<file path="config.mk">
export PLATFORM = sky130hd
export DESIGN_NAME = amp_mode_fault_sequencer
export DESIGN_NICKNAME = d
export VERILOG_FILES = /design/src/inc/amp_seq_pkg.sv /design/src/verilog/amp_mode_fault_sequencer.sv
export SDC_FILE = /design/constraint.sdc
export NUM_CORES = 1
export LEC_CHECK = 0
export ABC_AREA = 1
export BUFFER_PORTS_ARGS = -buffer_cell sky130_fd_sc_hd__buf_4
export CAP_MARGIN = 20
export CORE_AREA = 3 3 164 166
export DETAILED_ROUTE_END_ITERATION = 7
export DIE_AREA = 0 0 167 169
export GPL_ROUTABILITY_DRIVEN = 0
export PLACE_DENSITY = 0.67
export SYNTH_ARGS = -nofsm -noshare
export SYNTH_HDL_FRONTEND = slang
export SYNTH_SLANG_ARGS = --single-unit
</file>
<file path="constraint.sdc">
create_clock -name sys_clk_i -period 2.2 [get_ports sys_clk_i]
set_input_delay 0.11 -clock sys_clk_i [delete_from_list [all_inputs] [get_ports sys_clk_i]]
set_output_delay 0.11 -clock sys_clk_i [all_outputs]
set_load 0.05 [all_outputs]
</file>
<file path="src/inc/amp_seq_pkg.sv">
// Constants and types shared by the amplifier mode and fault sequencer
package amp_seq_pkg;
	localparam int          NUM_CH         = 4;
	localparam int          CLK_HZ         = 10000000;
	localparam int          RETRY_MS       = 15;
	localparam int          RETRY_CYC      = (CLK_HZ / 1000) * RETRY_MS;
	localparam int          RAMP_CYC_DEF   = 1000;
	// Cycles a retried channel runs to let a returning short show past the synchroniser
	localparam int          TEST_CYC       = 4;
	// Register byte offsets
	localparam logic [7:0]  CTRL_OFS       = 8'h00;
	localparam logic [7:0]  STAT_OFS       = 8'h04;
	localparam logic [7:0]  FAULT_OFS      = 8'h08;
	// Control field positions
	localparam int          AMP_ON_POS     = 0;
	localparam int          EFF_EN_POS     = 1;
	localparam int          FOUR_CH_POS    = 2;
	localparam int          LOAD_4OHM_POS  = 3;
	localparam int          FAULT_INDICATOR_PIN_SEL_POS   = 4;
	localparam int          CH_DIS_POS     = 8;
	localparam logic [31:0] CTRL_RST       = 32'h0000_0000;
	localparam logic [1:0]  RESP_OKAY      = 2'h0;
	localparam logic [1:0]  RESP_SLVERR    = 2'h2;
	typedef enum logic [1:0] {AMP_OFF, AMP_START, AMP_RUN, AMP_STOP} amp_state_t;
endpackage

</file>
<file path="src/verilog/amp_mode_fault_sequencer.sv">
// Mode gating, power-on reset and short-circuit retry sequencer of a quad BTL amplifier
//
// The implementer's own choices: the address map and register access over AXI4-Lite.
`timescale 1ns/1ps
// How it works
// - Start-up and shut-down always in plain BTL
// - Software control bit enables efficiency mode
// - Control bit selects paired or four-channel sharing
// - Load bit picks 2 or 4 ohm threshold
// - Supply below 10 V disables efficiency
// - Legacy mode: four-channel, 2 ohm levels
// - Power-on reset outside legacy mode clears control and channel latches (not fault flags), pulls indicator
// - Amp-on bit clears flag, releases pin, starts
// - Legacy: off below 6 V, restart with standby
// - Short switches off only its channel
// - Fault register reports channel and short type
// - Select bit zero drives indicator on short
// - Ground or supply short blocks restart
// - Load short retried every 15 ms
// - Retries run one channel at a time
// - Software disable keeps shorted channel off
// - Switch closed below half supply in efficiency mode, else open
// - Grounded address pin selects legacy mode
module amp_mode_fault_sequencer
	import amp_seq_pkg::*;
#(
	parameter int RETRY_CYCLES = RETRY_CYC,
	parameter int RAMP_CYCLES  = RAMP_CYC_DEF
)(
	input  wire logic              sys_clk_i,
	input  wire logic              srst_i,
	input  wire logic [7:0]        s_axi_awaddr_i,
	input  wire logic              s_axi_awvalid_i,
	output logic                   s_axi_awready_o,
	input  wire logic [31:0]       s_axi_wdata_i,
	input  wire logic [3:0]        s_axi_wstrb_i,
	input  wire logic              s_axi_wvalid_i,
	output logic                   s_axi_wready_o,
	output logic [1:0]             s_axi_bresp_o,
	output logic                   s_axi_bvalid_o,
	input  wire logic              s_axi_bready_i,
	input  wire logic [7:0]        s_axi_araddr_i,
	input  wire logic              s_axi_arvalid_i,
	output logic                   s_axi_arready_o,
	output logic [31:0]            s_axi_rdata_o,
	output logic [1:0]             s_axi_rresp_o,
	output logic                   s_axi_rvalid_o,
	input  wire logic              s_axi_rready_i,
	input  wire logic              por_i,
	input  wire logic              address_select_pin_i,
	input  wire logic              standby_control_pin_i,
	input  wire logic              supply_below_6v_i,
	input  wire logic              supply_below_10v_i,
	input  wire logic [NUM_CH-1:0] out_above_half_i,
	input  wire logic [NUM_CH-1:0] short_gnd_i,
	input  wire logic [NUM_CH-1:0] short_sup_i,
	input  wire logic [NUM_CH-1:0] short_load_i,
	output logic [NUM_CH-1:0]      ch_enable_o,
	output logic                   eff_mode_o,
	output logic                   eff_four_ch_o,
	output logic                   eff_level_4ohm_o,
	output logic [NUM_CH-1:0]      eff_switch_closed_o,
	output logic                   fault_indicator_pin_o,
	output logic                   fault_indicator_pin_oe_o
);
	import amp_seq_pkg::*;

	// Pin and analog comparator inputs pass two flip-flops before use
	logic [5+4*NUM_CH-1:0] sync1, sync2;
	always_ff @(posedge sys_clk_i)
	begin
		sync1 <= {por_i, address_select_pin_i, standby_control_pin_i, supply_below_6v_i,
			supply_below_10v_i, out_above_half_i, short_gnd_i, short_sup_i, short_load_i};
		sync2 <= sync1;
	end
	logic              por_s, address_select_pin_s, stb_s, low6_s, low10_s;
	logic [NUM_CH-1:0] above_s, sgnd_s, ssup_s, sload_s;
	assign {por_s, address_select_pin_s, stb_s, low6_s, low10_s, above_s, sgnd_s, ssup_s, sload_s} =
		sync2;

	// Grounded address pin means standalone operation
	logic legacy;
	assign legacy = ~address_select_pin_s;

	// Register state
	logic [31:0] ctrl, next_ctrl;
	logic        por_flag, next_por_flag;
	logic        aw_hold, next_aw_hold, w_hold, next_w_hold;
	logic [7:0]  aw_addr, next_aw_addr;
	logic [31:0] w_data, next_w_data;
	logic [3:0]  w_strb, next_w_strb;
	logic        bvalid, next_bvalid, rvalid, next_rvalid;
	logic [1:0]  bresp, next_bresp, rresp, next_rresp;
	logic [31:0] rdata, next_rdata;

	// Channel state
	amp_state_t        amp_st, next_amp_st;
	logic [31:0]       ramp_cnt, next_ramp_cnt;
	logic [NUM_CH-1:0] ch_off, next_ch_off;
	logic [NUM_CH-1:0] load_pend, next_load_pend;
	logic [NUM_CH-1:0] retry_ch, next_retry_ch;
	logic [NUM_CH-1:0] retry_last, next_retry_last;
	logic [31:0]       retry_cnt, next_retry_cnt;
	logic [NUM_CH-1:0] fault_gnd, next_fault_gnd, fault_sup, next_fault_sup;
	logic [NUM_CH-1:0] fault_load, next_fault_load;

	logic              amp_req;
	logic [NUM_CH-1:0] sw_dis;
	assign sw_dis  = ctrl[CH_DIS_POS +: NUM_CH];
	assign amp_req = legacy ? (stb_s & ~low6_s) : (ctrl[AMP_ON_POS] & ~low6_s);

	function automatic logic [NUM_CH-1:0] lowest_bit(input logic [NUM_CH-1:0] v);
		logic [NUM_CH-1:0] r;
		r = '0;
		for (int i = NUM_CH - 1; i >= 0; i--)
			if (v[i])
				r = '0 | (NUM_CH'(1) << i);
		return r;
	endfunction

	// Rotate upward from the last channel served so no shorted channel starves
	function automatic logic [NUM_CH-1:0] pick_next(input logic [NUM_CH-1:0] pend,
		input logic [NUM_CH-1:0] last);
		logic [NUM_CH-1:0] above;
		above = pend & ~((last << 1) - NUM_CH'(1));
		return (above != '0) ? lowest_bit(above) : lowest_bit(pend);
	endfunction

	logic wr_fire, rd_fire;
	assign wr_fire = aw_hold & w_hold & ~bvalid;
	assign rd_fire = s_axi_arvalid_i & ~rvalid;

	always_comb
	begin
		next_ctrl     = ctrl;
		next_por_flag = por_flag;
		next_aw_hold  = aw_hold;
		next_aw_addr  = aw_addr;
		next_w_hold   = w_hold;
		next_w_data   = w_data;
		next_w_strb   = w_strb;
		next_bvalid   = bvalid & ~s_axi_bready_i;
		next_bresp    = bresp;
		next_rvalid   = rvalid & ~s_axi_rready_i;
		next_rresp    = rresp;
		next_rdata    = rdata;
		if (s_axi_awvalid_i & ~aw_hold)
		begin
			next_aw_hold = 1'b1;
			next_aw_addr = s_axi_awaddr_i;
		end
		if (s_axi_wvalid_i & ~w_hold)
		begin
			next_w_hold = 1'b1;
			next_w_data = s_axi_wdata_i;
			next_w_strb = s_axi_wstrb_i;
		end
		if (wr_fire)
		begin
			next_aw_hold = 1'b0;
			next_w_hold  = 1'b0;
			next_bvalid  = 1'b1;
			next_bresp   = RESP_OKAY;
			if ({aw_addr[7:2], 2'b00} == CTRL_OFS)
			begin
				for (int b = 0; b < 4; b++)
					if (w_strb[b])
						next_ctrl[8*b +: 8] = w_data[8*b +: 8];
			end
			else if ({aw_addr[7:2], 2'b00} != STAT_OFS && {aw_addr[7:2], 2'b00} != FAULT_OFS)
				next_bresp = RESP_SLVERR;
		end
		if (rd_fire)
		begin
			next_rvalid = 1'b1;
			next_rresp  = RESP_OKAY;
			case ({s_axi_araddr_i[7:2], 2'b00})
				CTRL_OFS:  next_rdata = ctrl;
				STAT_OFS:  next_rdata = {26'h0, legacy, ~low10_s, eff_mode_o,
					amp_st == AMP_RUN, amp_st != AMP_OFF, por_flag};
				FAULT_OFS: next_rdata = {12'h0, fault_load, 4'h0, fault_sup,
					4'h0, fault_gnd};
				default:
				begin
					next_rdata = 32'h0000_0000;
					next_rresp = RESP_SLVERR;
				end
			endcase
		end
		if (~legacy && ctrl[AMP_ON_POS] && amp_st == AMP_OFF)
			next_por_flag = 1'b0;
		if (por_s && ~legacy)
		begin
			next_ctrl     = CTRL_RST;
			next_por_flag = 1'b1;
		end
	end

	always_comb
	begin
		next_amp_st     = amp_st;
		next_ramp_cnt   = ramp_cnt;
		next_ch_off     = ch_off;
		next_load_pend  = load_pend;
		next_retry_ch   = retry_ch;
		next_retry_cnt  = retry_cnt;
		next_retry_last = retry_last;
		next_fault_gnd  = fault_gnd | sgnd_s;
		next_fault_sup  = fault_sup | ssup_s;
		next_fault_load = fault_load | sload_s;
		case (amp_st)
			AMP_OFF:
				if (amp_req && !(por_flag && ~legacy))
				begin
					next_amp_st   = AMP_START;
					next_ramp_cnt = '0;
				end
			AMP_START, AMP_STOP:
				if (ramp_cnt == 32'(RAMP_CYCLES - 1))
					next_amp_st = (amp_st == AMP_START) ? AMP_RUN : AMP_OFF;
				else
					next_ramp_cnt = ramp_cnt + 32'd1;
			AMP_RUN:
				if (!amp_req)
				begin
					next_amp_st   = AMP_STOP;
					next_ramp_cnt = '0;
				end
			default: next_amp_st = AMP_OFF;
		endcase
		// Only shorted or software-disabled channels go off
		next_ch_off    = ch_off | sgnd_s | ssup_s | sload_s | sw_dis;
		next_load_pend = (load_pend | sload_s) & ~sw_dis;
		// Persistent ground or supply shorts keep the channel off
		for (int i = 0; i < NUM_CH; i++)
			if (ch_off[i] && !sgnd_s[i] && !ssup_s[i] && !sload_s[i] && !sw_dis[i]
				&& !load_pend[i])
			begin
				next_ch_off[i]    = 1'b0;
				next_fault_gnd[i] = sgnd_s[i];
				next_fault_sup[i] = ssup_s[i];
			end
		// The channel stays off for the interval, then runs a short test window
		if (retry_ch == '0)
		begin
			if ((load_pend & ~sw_dis) != '0)
			begin
				next_retry_ch  = pick_next(load_pend & ~sw_dis, retry_last);
				next_retry_cnt = '0;
			end
		end
		else if (retry_cnt < 32'(RETRY_CYCLES))
			next_retry_cnt = retry_cnt + 32'd1;
		else if ((sload_s & retry_ch) != '0)
		begin
			next_retry_ch   = '0;
			next_retry_cnt  = '0;
			next_retry_last = retry_ch;
		end
		else if (retry_cnt == 32'(RETRY_CYCLES + TEST_CYC - 1))
		begin
			next_load_pend  = next_load_pend & ~retry_ch;
			next_fault_load = next_fault_load & ~retry_ch;
			next_retry_ch   = '0;
			next_retry_last = retry_ch;
		end
		else
			next_retry_cnt = retry_cnt + 32'd1;
		if ((sw_dis & retry_ch) != '0)
			next_retry_ch = '0;
		if (por_s && ~legacy)
		begin
			next_amp_st    = AMP_OFF;
			next_ch_off    = '0;
			next_load_pend = '0;
			next_retry_ch  = '0;
		end
	end

	always_ff @(posedge sys_clk_i)
	begin
		if (srst_i)
		begin
			ctrl       <= CTRL_RST;
			por_flag   <= 1'b1;
			aw_hold    <= 1'b0;
			aw_addr    <= '0;
			w_hold     <= 1'b0;
			w_data     <= '0;
			w_strb     <= '0;
			bvalid     <= 1'b0;
			bresp      <= RESP_OKAY;
			rvalid     <= 1'b0;
			rresp      <= RESP_OKAY;
			rdata      <= '0;
			amp_st     <= AMP_OFF;
			ramp_cnt   <= '0;
			ch_off     <= '0;
			load_pend  <= '0;
			retry_ch   <= '0;
			retry_last <= '0;
			retry_cnt  <= '0;
			fault_gnd  <= '0;
			fault_sup  <= '0;
			fault_load <= '0;
		end
		else
		begin
			ctrl       <= next_ctrl;
			por_flag   <= next_por_flag;
			aw_hold    <= next_aw_hold;
			aw_addr    <= next_aw_addr;
			w_hold     <= next_w_hold;
			w_data     <= next_w_data;
			w_strb     <= next_w_strb;
			bvalid     <= next_bvalid;
			bresp      <= next_bresp;
			rvalid     <= next_rvalid;
			rresp      <= next_rresp;
			rdata      <= next_rdata;
			amp_st     <= next_amp_st;
			ramp_cnt   <= next_ramp_cnt;
			ch_off     <= next_ch_off;
			load_pend  <= next_load_pend;
			retry_ch   <= next_retry_ch;
			retry_last <= next_retry_last;
			retry_cnt  <= next_retry_cnt;
			fault_gnd  <= next_fault_gnd;
			fault_sup  <= next_fault_sup;
			fault_load <= next_fault_load;
		end
	end

	assign s_axi_awready_o = ~aw_hold;
	assign s_axi_wready_o  = ~w_hold;
	assign s_axi_bvalid_o  = bvalid;
	assign s_axi_bresp_o   = bresp;
	assign s_axi_arready_o = ~rvalid;
	assign s_axi_rvalid_o  = rvalid;
	assign s_axi_rresp_o   = rresp;
	assign s_axi_rdata_o   = rdata;

	// A channel under retry runs only in its test window, never with a ground or supply short
	logic amp_live, retry_on;
	assign amp_live    = amp_st != AMP_OFF;
	assign retry_on    = retry_cnt >= 32'(RETRY_CYCLES);
	assign ch_enable_o = amp_live ? (~ch_off | (retry_ch & ~sw_dis & ~fault_gnd & ~fault_sup
		& {NUM_CH{retry_on}})) : '0;

	// Efficiency only while fully running, never during ramps or low supply
	assign eff_mode_o       = (amp_st == AMP_RUN) && !low10_s &&
		(legacy || ctrl[EFF_EN_POS]);
	assign eff_four_ch_o    = legacy | ctrl[FOUR_CH_POS];
	assign eff_level_4ohm_o = ~legacy & ctrl[LOAD_4OHM_POS];
	assign eff_switch_closed_o = eff_mode_o ? ~above_s : '0;

	logic short_any;
	assign short_any = (fault_gnd | fault_sup | fault_load) != '0;
	assign fault_indicator_pin_o    = 1'b0;
	assign fault_indicator_pin_oe_o = (~legacy & por_flag) |
		((legacy | ~ctrl[FAULT_INDICATOR_PIN_SEL_POS]) & short_any);

	eff_gate_a: assert property (@(posedge sys_clk_i) disable iff (srst_i)
		(amp_st != AMP_RUN || low10_s) |-> !eff_mode_o) else $error("efficiency outside run");
	eff_low_a: assert property (@(posedge sys_clk_i) disable iff (srst_i)
		low10_s |-> !eff_mode_o) else $error("efficiency at low supply");
	legacy_mode_a: assert property (@(posedge sys_clk_i) disable iff (srst_i)
		legacy |-> (eff_four_ch_o && !eff_level_4ohm_o)) else $error("legacy mode wrong");
	por_clear_a: assert property (@(posedge sys_clk_i) disable iff (srst_i)
		(por_s && !legacy) |=> (ctrl == CTRL_RST && por_flag)) else $error("por not applied");
	por_pin_a: assert property (@(posedge sys_clk_i) disable iff (srst_i)
		(por_flag && !legacy) |-> fault_indicator_pin_oe_o) else $error("indicator not low");
	short_pin_a: assert property (@(posedge sys_clk_i) disable iff (srst_i)
		(short_any && !ctrl[FAULT_INDICATOR_PIN_SEL_POS]) |-> fault_indicator_pin_oe_o)
		else $error("short not shown");
	hold_off_a: assert property (@(posedge sys_clk_i) disable iff (srst_i)
		(sgnd_s | ssup_s) != '0 |=> ((ch_enable_o & $past(sgnd_s | ssup_s)) == '0))
		else $error("shorted channel enabled");
	one_retry_a: assert property (@(posedge sys_clk_i) disable iff (srst_i)
		$onehot0(retry_ch)) else $error("parallel retries");
	retry_wait_a: assert property (@(posedge sys_clk_i) disable iff (srst_i)
		(retry_ch != '0 && !retry_on) |-> (ch_enable_o & retry_ch) == '0)
		else $error("retry before interval");
	dis_off_a: assert property (@(posedge sys_clk_i) disable iff (srst_i)
		$past(sw_dis) == sw_dis |-> (ch_enable_o & sw_dis) == '0 || $past(srst_i))
		else $error("disabled channel on");
	switch_a: assert property (@(posedge sys_clk_i) disable iff (srst_i)
		(eff_switch_closed_o & above_s) == '0) else $error("switch closed above half");
endmodule // amp_mode_fault_sequencer

</file>
# After elaboration in Yosys (flattened, before gate mapping)
# Index checks and enable logic that the tools add are counted.
dict set report word_totals {
  regBits 252
  in_bits 80
  word_cells 243
}
dict set report op_classes {
  add_sub_neg 3
  magnitude_cmp 2
  n_eq_ne 16
  mux 55
  n_bitwise 56
  n_reduce_logical 81
}
# operator n
set ops {}
lappend ops {{$mux W32} 8}
lappend ops {{$pmux W32 S3} 2}
lappend ops {{$mux W4} 24}
lappend ops {{$add A32 B1 Y32 const B} 2}
lappend ops {{$and A4 B4 Y4} 11}
lappend ops {{$or A4 B4 Y4} 11}
lappend ops {{$eq A32 B10 Y1 const B} 1}
lappend ops {{$eq A32 B18 Y1 const B} 1}
lappend ops {{$ge A32 B18 Y1 const B} 1}
lappend ops {{$lt A32 B18 Y1 const B} 1}
lappend ops {{$logic_and A1 B1 Y1} 28}
lappend ops {{$not A4 Y4} 7}
lappend ops {{$reduce_and A3 Y1} 8}
lappend ops {{$logic_not A1 Y1} 22}
lappend ops {{$reduce_bool A4 Y1} 5}
lappend ops {{$reduce_or A3 Y1} 6}
lappend ops {{$mux W2} 7}
lappend ops {{$and A1 B1 Y1} 12}
lappend ops {{$logic_not A6 Y1} 2}
lappend ops {{$not A1 Y1} 12}
lappend ops {{$mux W1} 11}
lappend ops {{$ne A2 B2 Y1 const B} 4}
lappend ops {{$eq A6 B1 Y1 const B} 1}
lappend ops {{$eq A6 B2 Y1 const B} 1}
lappend ops {{17 further kinds} 25}

# Longest topological paths before layout
# Gate-level depths: netlist of the first run.
dict set report logic_depth {
  ltp_word 10
  mapped_depth 14
  depth_no_buf 14
}

# Worst setup path after synthesis of the first run
# Ideal clock, no wire load.
dict set report synth_timing {
  kind {reg2out}
  startpoint {reg amp_st[0]}
  endpoint {out eff_switch_closed_o[0]}
  arrival_ps 2737
  path_slack_ps -647
  path_stages_with_launch 7
  path_cell_list {dfxtp_1 > inv_1 > ha_1 > inv_1 > nor3_1 > inv_1 > nor2_1}
}
dict set report synth_via {
  elab_chain_cells 4
}
# element line
set synth_lines {}
lappend synth_lines {{start, declared} amp_mode_fault_sequencer.sv:97} ;# amp_state_t amp_st, next_amp_st;
lappend synth_lines {{start signal, assigned} amp_mode_fault_sequencer.sv:321} ;# amp_st <= next_amp_st;
lappend synth_lines {{$eq A2 B2 Y1} amp_mode_fault_sequencer.sv:351} ;# assign eff_mode_o = (amp_st == AMP_RUN) && !low10_s &&
lappend synth_lines {{$logic_and A1 B1 Y1 (2 in series)} amp_mode_fault_sequencer.sv:351}
lappend synth_lines {{net eff_mode_o} amp_mode_fault_sequencer.sv:59} ;# output logic eff_mode_o,
lappend synth_lines {{$mux W4} amp_mode_fault_sequencer.sv:355} ;# assign eff_switch_closed_o = eff_mode_o ? ~above_s : '0;
lappend synth_lines {{end, declared} amp_mode_fault_sequencer.sv:62} ;# output logic [NUM_CH-1:0] eff_switch_closed_o,
# The timed path passes the listed nets, and every way through them passes these cells.

# Worst setup path after layout of the first run
dict set report layout_timing {
  startpoint {reg retry_cnt[27]}
  endpoint {out ch_enable_o[1]}
}
dict set report layout_via {
  elab_chain_cells 4
}
# element line
set layout_lines {}
lappend layout_lines {{start, declared} amp_mode_fault_sequencer.sv:103} ;# logic [31:0] retry_cnt, next_retry_cnt;
lappend layout_lines {{start signal, assigned} amp_mode_fault_sequencer.sv:327} ;# retry_cnt <= next_retry_cnt;
lappend layout_lines {{$ge A32 B18 Y1} amp_mode_fault_sequencer.sv:346} ;# assign retry_on = retry_cnt >= 32'(RETRY_CYCLES);
lappend layout_lines {{$and A4 B4 Y4} amp_mode_fault_sequencer.sv:348} ;# & {NUM_CH{retry_on}})) : '0;
lappend layout_lines {{$or A4 B4 Y4} amp_mode_fault_sequencer.sv:347} ;# assign ch_enable_o = amp_live ? (~ch_off | (retry_ch & ~sw_dis & ~fault_gnd & ~fault_sup
lappend layout_lines {{$mux W4} amp_mode_fault_sequencer.sv:347}
lappend layout_lines {{end, declared} amp_mode_fault_sequencer.sv:58} ;# output logic [NUM_CH-1:0] ch_enable_o,
# No other way between the ends.

==> results.toml, run 1 <==
[die]
rows = 59
die_x_microns = 167
start_util_pct = 42.57
core-area_sq_um = 25760
die-area_sq_um = 28220
ios = 134
fp.dieH_microns = 169

[worst_setup_path]
worstPathCellList = "nor2_4, nand4_1, nor2_2, nand2_2, nand2_4, nand4_1, a21oi_2, buf_6"
r2r_slack_ps = 220
timing.critical_path.mode_cell = "nand4_1"
endpoint_kind = "output pin"
worstRegToRegCells = 12
critPathMaxStageDelay_ps = 360
required_ps = 2090
cp-start-kind = "register"
path_class = "register to output pin"
worstPathArrival_ps = 2070
r2r_start = "retry_cnt[0]$_SDFFE_PP0P_"
reg2reg_to = "retry_cnt[27]$_SDFFE_PP0P_"
crit_slowest_cell = "dfxtp_4"
critPathMaxFanout = 5

[power]
switchingPower_mw = 3.297
p_clk_share_pct = 41.9
power_frac_comb_pct = 16.8
switching_share_pct = 28.16
p_per_area_nw_per_um2 = 826.1
internal-power_mw = 8.411
leakage_nw = 5.642
seqPwrFrac_pct = 41.3
vdd_drop_max_mv = 0.7759

[hold_path]
holdPathStages = 5
hp-class = "input pin to register"
min_to = "retry_cnt[7]$_SDFFE_PP0P_"
hp-start = "srst_i"

[job]
cap_violations = 0

[timing]
relSlewSlack_pct = 41.12
worstMarginPinSlew_ps = 882.3
skew_ps = 13.49
fin_tns_setup_ps = 0
setup_violations = 0
fmax_ghz = 0.4586
hold_viol = 0
holdWs_ps = 124.2
rsz0062_at_grt = "yes"
worst_slack_ps = 19.59
fin_crit_sh_pct = 99.11
period_needed_ps = 2180
drv_slew = 0

[synthesis]
synth-warning-count = 0
ys_seq_elements = 248
avgSynthCellArea_sq_um = 7.062
synth_top_area_share_pct = 45.27
syn_area_sq_um = 10970
synth_edf_count = 0
syn_inst = 1553
synthFlopType = "dfxtp_1"
ys_types = 41
yosysSeqAreaShare_pct = 45.27
synthArstFlopShare_pct = 0
yosys-top-cells-area = "dfxtp_1, nand2_1, nor2_1"
synth_top_area_cell = "dfxtp_1"

[detailed_routing]
wire_per_inst_microns = 14.16
vias_per_cell = 5.077
drt.antenna.violating_nets = 0
drc = 0
firstDrtPassIters = 6
vias = 10720
wl_microns = 29890
initialDrtViolationCount = 653

[cts]
cts_sinks = 248
cts_tree = "done"
worstSkewPairLatency_ps = 540
cts.reportedPaths.clkPinSlew_ps = 60
clockBufferDepth = 3
cts_buffers = 27
h-tree-depth = 1
cts-root-buf = "clkbuf_16"

[placed_design]
place_hpwl_microns = 20760
io_buffer_count = 126
dp_slack_ps = 208.4

[global_routing]
grt_pass1_wl_microns = 49380
grt_overflow_total = 0
grtUsageTotal_pct = 20.56
antenna_found_initial = 1
grt_max_degree = 67
grt_pass1_vias = 10220

[layout]
fill_cells = 2349
layout.nets = 1842
post-route-util_pct = 55.01
drive_above_1_share_pct = 15.44
synthToLayoutAreaGrowth_pct = 29.21

[status]
status = "finished, final reports clean"
[layout by cell type, fill, tap and decap left out, drive strengths merged, types with 36 or more instances in the layout]
cell,n
a21oi,155
buf,164
clkbuf,36
dfxtp,248
dlygate4sd3,67
inv,161
nand2,325
nand3,70
nand4,41
nor2,265
o21ai,98
[layer usage]
layer	track usage [%]	vias to the layer above	part of all wire (%)
met1	26.80	4910	45
met5	0	-	0
met2	35.08	294	46
li1	-	5453	-
met3	3.713	61	6.3
met4	5.882	0	2.7
[through the flow]
| stage | std cells | area (sq um) | power [mW] |
|---|---|---|---|
| finish | 2111 | 14170 | 11.71 |
| global route | 2111 | 14170 | 12.21 |
| CTS | 2107 | 14020 | 11.75 |
| detailed placement | 1989 | 12350 | 6.745 |
| global placement | 1989 | 12350 | 6.718 |
| floorplan | 1555 | 10980 | 6.095 |
[worst max-delay path: cells and delay by family (launching register included)]
family / cells / cell delay [ps]
compound gates: 1 / 200
flops: 1 / 360
simple gates: 6 / 800
buf+inv: 1 / 180
[cells by family after synthesis]
family	synth area share (%)
buffers and inverters	8.191
and+or+nand+nor	28.50
DFF	45.27
adders and majority gates	0.9127
AOI/OAI and AO/OA	14.86
other	0.03419
xor gates and xnor gates	2.236
[power groups by stage]
stage                     clock network (mW)  registers, mW  logic (mW)
after floorplan                            0           5.00        1.09
after global routing                    5.19           4.86        2.16
final                                   4.91           4.84        1.96
after CTS                               4.99           4.84        1.92
after detailed placement                   0           4.94        1.81
after global placement                     0           4.93        1.78
[repair_timing]
action,in CTS,in global routing
gates cloned,0,0
buffers inserted,1,3
pin swaps,0,8
setup endpoints to repair,4,39
resized for setup,3,57
hold buffers,67,0
hold endpoints to repair,67,0
[flip-flops by register name (all words and copies together), names as in the netlist, 3 cells and up]
register,count
aw_addr,6
ch_off,4
ctrl,32
fault_gnd,4
fault_load,4
fault_sup,4
load_pend,4
ramp_cnt,32
retry_ch,4
retry_cnt,32
retry_last,3
s_axi_rdata_o,32
sync1,21
sync2,21
w_data,32
w_strb,4
[how the worst max path moves through the flow]
stage	start	end	slack, ps	cells past startpoint
2_1_floorplan	amp_st[0]$_SDFFE_PP0P_	eff_switch_closed_o[0]	-130	6
3_5_place_dp	retry_cnt[0]$_SDFFE_PP0P_	retry_cnt[16]$_SDFFE_PP0P_	210	12
4_1_cts	retry_cnt[23]$_SDFFE_PP0P_	ch_enable_o[3]	0.9	10
3_3_place_gp	retry_cnt[0]$_SDFFE_PP0P_	retry_cnt[16]$_SDFFE_PP0P_	250	12
6_report	retry_cnt[27]$_SDFFE_PP0P_	ch_enable_o[1]	20	8
5_1_grt	retry_cnt[18]$_SDFFE_PP0P_	ch_enable_o[1]	-90	10
[Yosys cell counts (all sizes together), types with 4 or more instances]
cell,number
a211oi,20
a21o,4
a21oi,155
buf,20
clkbuf,41
dfxtp,248
ha,8
inv,159
nand2,325
nand3,70
nand4,41
nor2,265
nor3,35
o21ai,98
o22ai,8
o311ai,8
xnor2,6
xor2,22
[area by class of cell]
type / instances / area, sq um / area share, %
timing repair buffer: 231 / 1969 / 13.90
sequential: 248 / 5005 / 35.31
antenna: 1 / 2.502 / 0.01766
clock inverter: 14 / 219.0 / 1.545
multi-input combinational: 1084 / 5190 / 36.62
tap: 335 / 419.2 / 2.958
clock buffer: 36 / 759.5 / 5.359
inverter: 162 / 608.1 / 4.291
(Power assumes the default switching activity.)
==> run 2: changes to the inputs <==
Settings changed: CTS_BUF_LIST set to sky130_fd_sc_hd__clkbuf_8.
==> run 2 against run 1 <==
Net effect: non-clock buffer count rose by 11; clock power is 20% lower; total power decreased by 8.5%; largest power group is now sequential cells; global-route usage up 0.16 points; routed wire length increased by 0.93%; via count rose by 0.54%; die area unchanged.
==> results.toml, run 2 (same netlist as run 1, synthesis figures left out) <==
[layout]
synthToLayoutAreaGrowth_pct = 28.38
mostFrequentLayoutCells = "nand2_1, nor2_1, dfxtp_1"
layout.nets = 1867
final_common_cell = "nand2_1"
final_cells = 2143
drive_above_1_share_pct = 16.77

[worst_setup_path]
critPathMaxStageDelay_ps = 370
cp-start-kind = "register"
worstPathArrival_ps = 1990
path_class = "register to output pin"
reg2reg_to = "retry_cnt[16]$_SDFFE_PP0P_"
worstPathCellList = "nor2_2, nand4_1, nor2_2, nand2_2, nand2_4, nand4_1, a21oi_2, buf_6"
endpoint_kind = "output pin"
crit_slowest_cell = "dfxtp_4"
r2r_start = "retry_cnt[0]$_SDFFE_PP0P_"
critPathMaxFanout = 7
worstRegToRegCells = 12
r2r_slack_ps = 210
required_ps = 2090

[hold_path]
hp-start = "srst_i"
holdPathStages = 5
min_to = "retry_cnt[14]$_SDFFE_PP0P_"
hp-class = "input pin to register"

[die]
fp.dieH_microns = 169
start_util_pct = 42.57
ios = 134
rows = 59
die-area_sq_um = 28220
die_x_microns = 167
core-area_sq_um = 25760

[detailed_routing]
vias_per_cell = 5.028
initialDrtViolationCount = 787
wire_per_inst_microns = 14.08
drt.antenna.violating_nets = 0
vias = 10780
drc = 0
firstDrtPassIters = 5
wl_microns = 30160

[timing]
skew_ps = 22.60
fin_tns_setup_ps = 0
drv_slew = 0
rsz0062_at_grt = "yes"
relSlewSlack_pct = 41.19
hold_viol = 0
fmax_ghz = 0.4751
worstMarginPinSlew_ps = 881.2
fin_crit_sh_pct = 95.68
period_needed_ps = 2105
holdWs_ps = 111.3
setup_violations = 0

[placed_design]
dp.cells = 1989
place_hpwl_microns = 20760
io_buffer_count = 126

[cts]
cts_buffers = 41
cts_tree = "done"
h-tree-depth = 2
cts_sinks = 248
cts.reportedPaths.clkPinSlew_ps = 60
worstSkewPairLatency_ps = 540
clockBufferDepth = 3
cts-root-buf = "clkbuf_8"

[global_routing]
grt_pass1_wl_microns = 49430
grt_overflow_total = 0
grtUsageTotal_pct = 20.72
grt_pass1_vias = 10330
antenna_found_initial = 1
grt_max_degree = 67

[power]
seqPwrFrac_pct = 45.1
leakage_nw = 5.681
power_frac_comb_pct = 18.3
vdd_drop_max_mv = 0.6934
switching_share_pct = 30.20
internal-power_mw = 7.481
switchingPower_mw = 3.237
p_per_area_nw_per_um2 = 761.2
p_clk_share_pct = 36.6

[job]
cap_violations = 0

[status]
status = "finished, final reports clean"
[run 2: cell types whose count changed in the layout (fill, tap and decap cells not counted), sizes merged]
| cell | previous run | this run |
|---|---|---|
| clkinv | 8 | 9 |
| clkbuf | 36 | 48 |
| inv | 161 | 173 |
| bufinv | 5 | 1 |
| buf | 164 | 175 |
[run 2: timing repair]
action / CTS / global route
buffers inserted: 2 / 13
pin swaps: 4 / 15
setup endpoints to repair: 4 / 29
hold buffers: 67 / 0
endpoints found under the hold margin: 67 / 0
resized for setup: 18 / 54
[run 2: how the worst max path moves through the flow]
| stage | from | to | depth (start not counted) |
|---|---|---|---|
| 2_1_floorplan | amp_st[0]$_SDFFE_PP0P_ | eff_switch_closed_o[0] | 6 |
| 3_3_place_gp | retry_cnt[0]$_SDFFE_PP0P_ | retry_cnt[16]$_SDFFE_PP0P_ | 12 |
| 3_5_place_dp | retry_cnt[0]$_SDFFE_PP0P_ | retry_cnt[16]$_SDFFE_PP0P_ | 12 |
| 4_1_cts | retry_cnt[13]$_SDFFE_PP0P_ | ch_enable_o[1] | 10 |
| 5_1_grt | retry_cnt[19]$_SDFFE_PP0P_ | ch_enable_o[2] | 10 |
| 6_report | retry_cnt[26]$_SDFFE_PP0P_ | ch_enable_o[3] | 8 |
[run 2: power groups by stage]
| stage | clock [mW] | sequential, mW | combinational [mW] |
|---|---|---|---|
| floorplan | 0 | 5.00 | 1.09 |
| global placement | 0 | 4.93 | 1.78 |
| detailed placement | 0 | 4.94 | 1.81 |
| CTS | 4.01 | 4.84 | 1.92 |
| global route | 4.22 | 4.86 | 2.15 |
| finish | 3.92 | 4.84 | 1.96 |
[run 2: cell type report]
type | count | area, sq um
tap | 335 | 419.2
fill | 2392 | 11680
sequential | 248 | 5014
multi-input combinational | 1084 | 5199
clock inverter | 23 | 127.6
clock buffer | 48 | 660.6
timing repair buffer | 242 | 2048
antenna | 1 | 2.502
inverter | 162 | 610.6
[run 2: worst max-delay path: cells and delay by family (launching register included)]
family	cells	cell delay [ps]
compound gates	1	180
buf+inv	1	180
flops	1	370
simple gates	6	720
[run 2: through the flow]
stage	setup WS [ps]	power (mW)	util [%]	instance area [sq um]
2_1_floorplan	-134.4	6.095	-	10980
3_3_place_gp	245.2	6.718	47.93	12350
3_5_place_dp	208.4	6.745	47.93	12350
4_1_cts	1.910	10.78	53.81	13860
5_1_grt	-51.18	11.23	54.65	14080
6_report	95.02	10.72	54.65	14080
[run 2: layer usage]
layer / part of all wire [%] / wire [microns] / vias up / track usage (%)
met5: 0 / 0 / - / 0
met4: 2.6 / 780 / 0 / 6.958
met3: 6.2 / 1868 / 63 / 4.344
met2: 47 / 14040 / 298 / 35.03
met1: 45 / 13470 / 4911 / 26.49
li1: - / - / 5504 / -
==> run 3: changes to the inputs <==
--- a/config.mk
+++ b/config.mk
@@ -9,10 +9,12 @@
 export BUFFER_PORTS_ARGS = -buffer_cell sky130_fd_sc_hd__buf_4
 export CAP_MARGIN = 20
-export CORE_AREA = 3 3 164 166
+export CELL_PAD_IN_SITES_DETAIL_PLACEMENT = 1
+export CELL_PAD_IN_SITES_GLOBAL_PLACEMENT = 2
+export CORE_AREA = 3 3 184 186
 export CTS_BUF_LIST = sky130_fd_sc_hd__clkbuf_8
 export DETAILED_ROUTE_END_ITERATION = 7
-export DIE_AREA = 0 0 167 169
+export DIE_AREA = 0 0 187 189
 export GPL_ROUTABILITY_DRIVEN = 0
-export PLACE_DENSITY = 0.67
+export PLACE_DENSITY = 0.86
 export SYNTH_ARGS = -nofsm -noshare
 export SYNTH_HDL_FRONTEND = slang
==> constraint.sdc (replaced) <==
create_clock -name sys_clk_i -period 2.2 [get_ports sys_clk_i]
set_input_delay 0.11 -clock sys_clk_i [delete_from_list [all_inputs] [get_ports sys_clk_i]]
set_output_delay 0.11 -clock sys_clk_i [all_outputs]
set_load 0.005 [all_outputs]
==> run 3 against run 2 <==
Net effect: core utilization down 10 points; hold slack worse by 72 ps; routed wire length is 25% higher; sequential share of layout area fell by 0.92 points; critical endpoint is now ch_enable_o[0]; largest power group unchanged.
==> results.toml, run 3 (same netlist as run 1, synthesis figures left out) <==
[worst_setup_path]
cp-start-kind = "register"
path_buf_inv = 2
r2r_start = "retry_cnt[31]$_SDFFE_PP0P_"
critPathMaxFanout = 7
crit_slowest_cell = "dfxtp_4"
path_class = "register to output pin"
critPathTopFamily = "simple AND/OR/NAND/NOR gates"
endpoint_kind = "output pin"
required_ps = 2090
worstPathCellList = "inv_1, nand2_2, nor2_2, nand2_1, nor2_2, nand2_2, nand2_4, nand4_1, a21oi_2, buf_4"
critPathMaxStageDelay_ps = 350
startpoint = "retry_cnt[20]$_SDFFE_PP0P_"
worstPathArrival_ps = 2040

[global_routing]
grtUsageTotal_pct = 21.07
antenna_found_initial = 2
grt_pass1_vias = 11780
grt_max_degree = 62
grt_pass1_wl_microns = 61150
grt_overflow_total = 0

[detailed_routing]
wl_microns = 37620
wl_met3_microns = 1829
wl_met1_microns = 16270
initialDrtViolationCount = 514
drc = 0
routed.top_layer = "met5"
firstDrtPassIters = 5
drt.antenna.violating_nets = 0
wire_per_inst_microns = 16.54
vias_per_cell = 4.925
route.met2.wl_microns = 18280
vias = 11210

[cts]
worstSkewPairLatency_ps = 580
cts.reportedPaths.clkPinSlew_ps = 60
cts_tree = "done"
clockBufferDepth = 3
h-tree-depth = 2
cts_sinks = 248
cts_buffers = 45
cts-root-buf = "clkbuf_8"

[timing]
relSlewSlack_pct = 50.04
skew_ps = 42.92
holdWs_ps = 39.30
worstMarginPinSlew_ps = 749.4
period_needed_ps = 2152
rsz0062_at_grt = "yes"
fmax_ghz = 0.4647
drv_slew = 0
hold_viol = 0
fin_crit_sh_pct = 97.82
setup_violations = 0

[hold_path]
hp-class = "input pin to register"
hp-start = "s_axi_arvalid_i"

[placed_design]
io_buffer_count = 126
place_hpwl_microns = 26240

[die]
fp.dieH_microns = 189
die_x_microns = 187
die-area_sq_um = 35340
rows = 66
start_util_pct = 33.80
core-area_sq_um = 32450
ios = 134

[job]
cap_violations = 0

[status]
status = "finished, final reports clean"

[layout]
multiInputGateArea_sq_um = 5197
final_common_cell = "nand2_1"
layout.nets = 1886
mostFrequentLayoutCells = "nand2_1, nor2_1, dfxtp_1"
post-route-util_pct = 44.45
fill_cells = 4061
synthToLayoutAreaGrowth_pct = 31.53
drive_above_1_share_pct = 17.52
regArea_sq_um = 5004

[power]
vdd_drop_max_mv = 0.4650
p_per_area_nw_per_um2 = 766.2
power_mw = 11.05
leakage_nw = 5.835
[run 3: changes by cell type in the layout (fill, tap and decap cells not counted), sizes merged]
cell and change:
buf +15, clkinvlp -2, clkinv -2, clkbuf +8, inv +6
[run 3: through the flow]
step / setup TNS, ps / worst slack [ps] / cells / instance area (sq um)
finish: 0 / 47.87 / 2275 / 14430
global route: -511.2 / -149.4 / 2275 / 14430
CTS: 0 / 4.488 / 2264 / 14250
detailed placement: 0 / 157.2 / 2114 / 12620
global placement: 0 / 203.6 / 2114 / 12620
floorplan: 0 / 483.5 / 1555 / 10980
[run 3: worst min-delay path, stage by stage]
cell and delay [ps]:
buf_4 80, nand2_1 60, buf_4 200, nand2_1 70, a21oi_1 50
[run 3: area by class of cell]
| cell class | instances | area share, % |
|---|---|---|
| repair buffers | 257 | 14.91 |
| clock inverters | 25 | 0.9714 |
| inverters | 162 | 4.215 |
| diodes | 1 | 0.01735 |
| well taps | 442 | 3.833 |
| clock buffers | 56 | 5.343 |
| multi-input cells | 1084 | 36.03 |
| flip-flops and latches | 248 | 34.68 |
[run 3: power by group]
part,switching [mW],internal (mW)
sequential,0.142,4.71
combinational,1.11,0.696
clock,1.98,2.42
[run 3: what timing repair did]
item	in CTS	in global routing
endpoints found under the hold margin	67	0
setup buffers	2	10
pin swaps	0	15
setup endpoints to repair	8	21
gates resized for setup	8	49
hold buffers	67	0
[run 3: final timing paths]
path | cells past startpoint | slack [ps] | endpoint
max | 10 | 50 | ch_enable_o[0]
min | 5 | 40 | s_axi_rdata_o[8]$_SDFFE_PP0P_
max reg2reg | 12 | 130 | retry_cnt[0]$_SDFFE_PP0P_
min reg2reg | 0 | 320 | sync2[18]$_DFF_P_
[run 3: layer usage]
metal	vias to the layer above	track usage, %
met5	-	0
met4	2	7.648
met3	77	4.851
met2	209	37.14
met1	5370	25.14
li1	5547	-
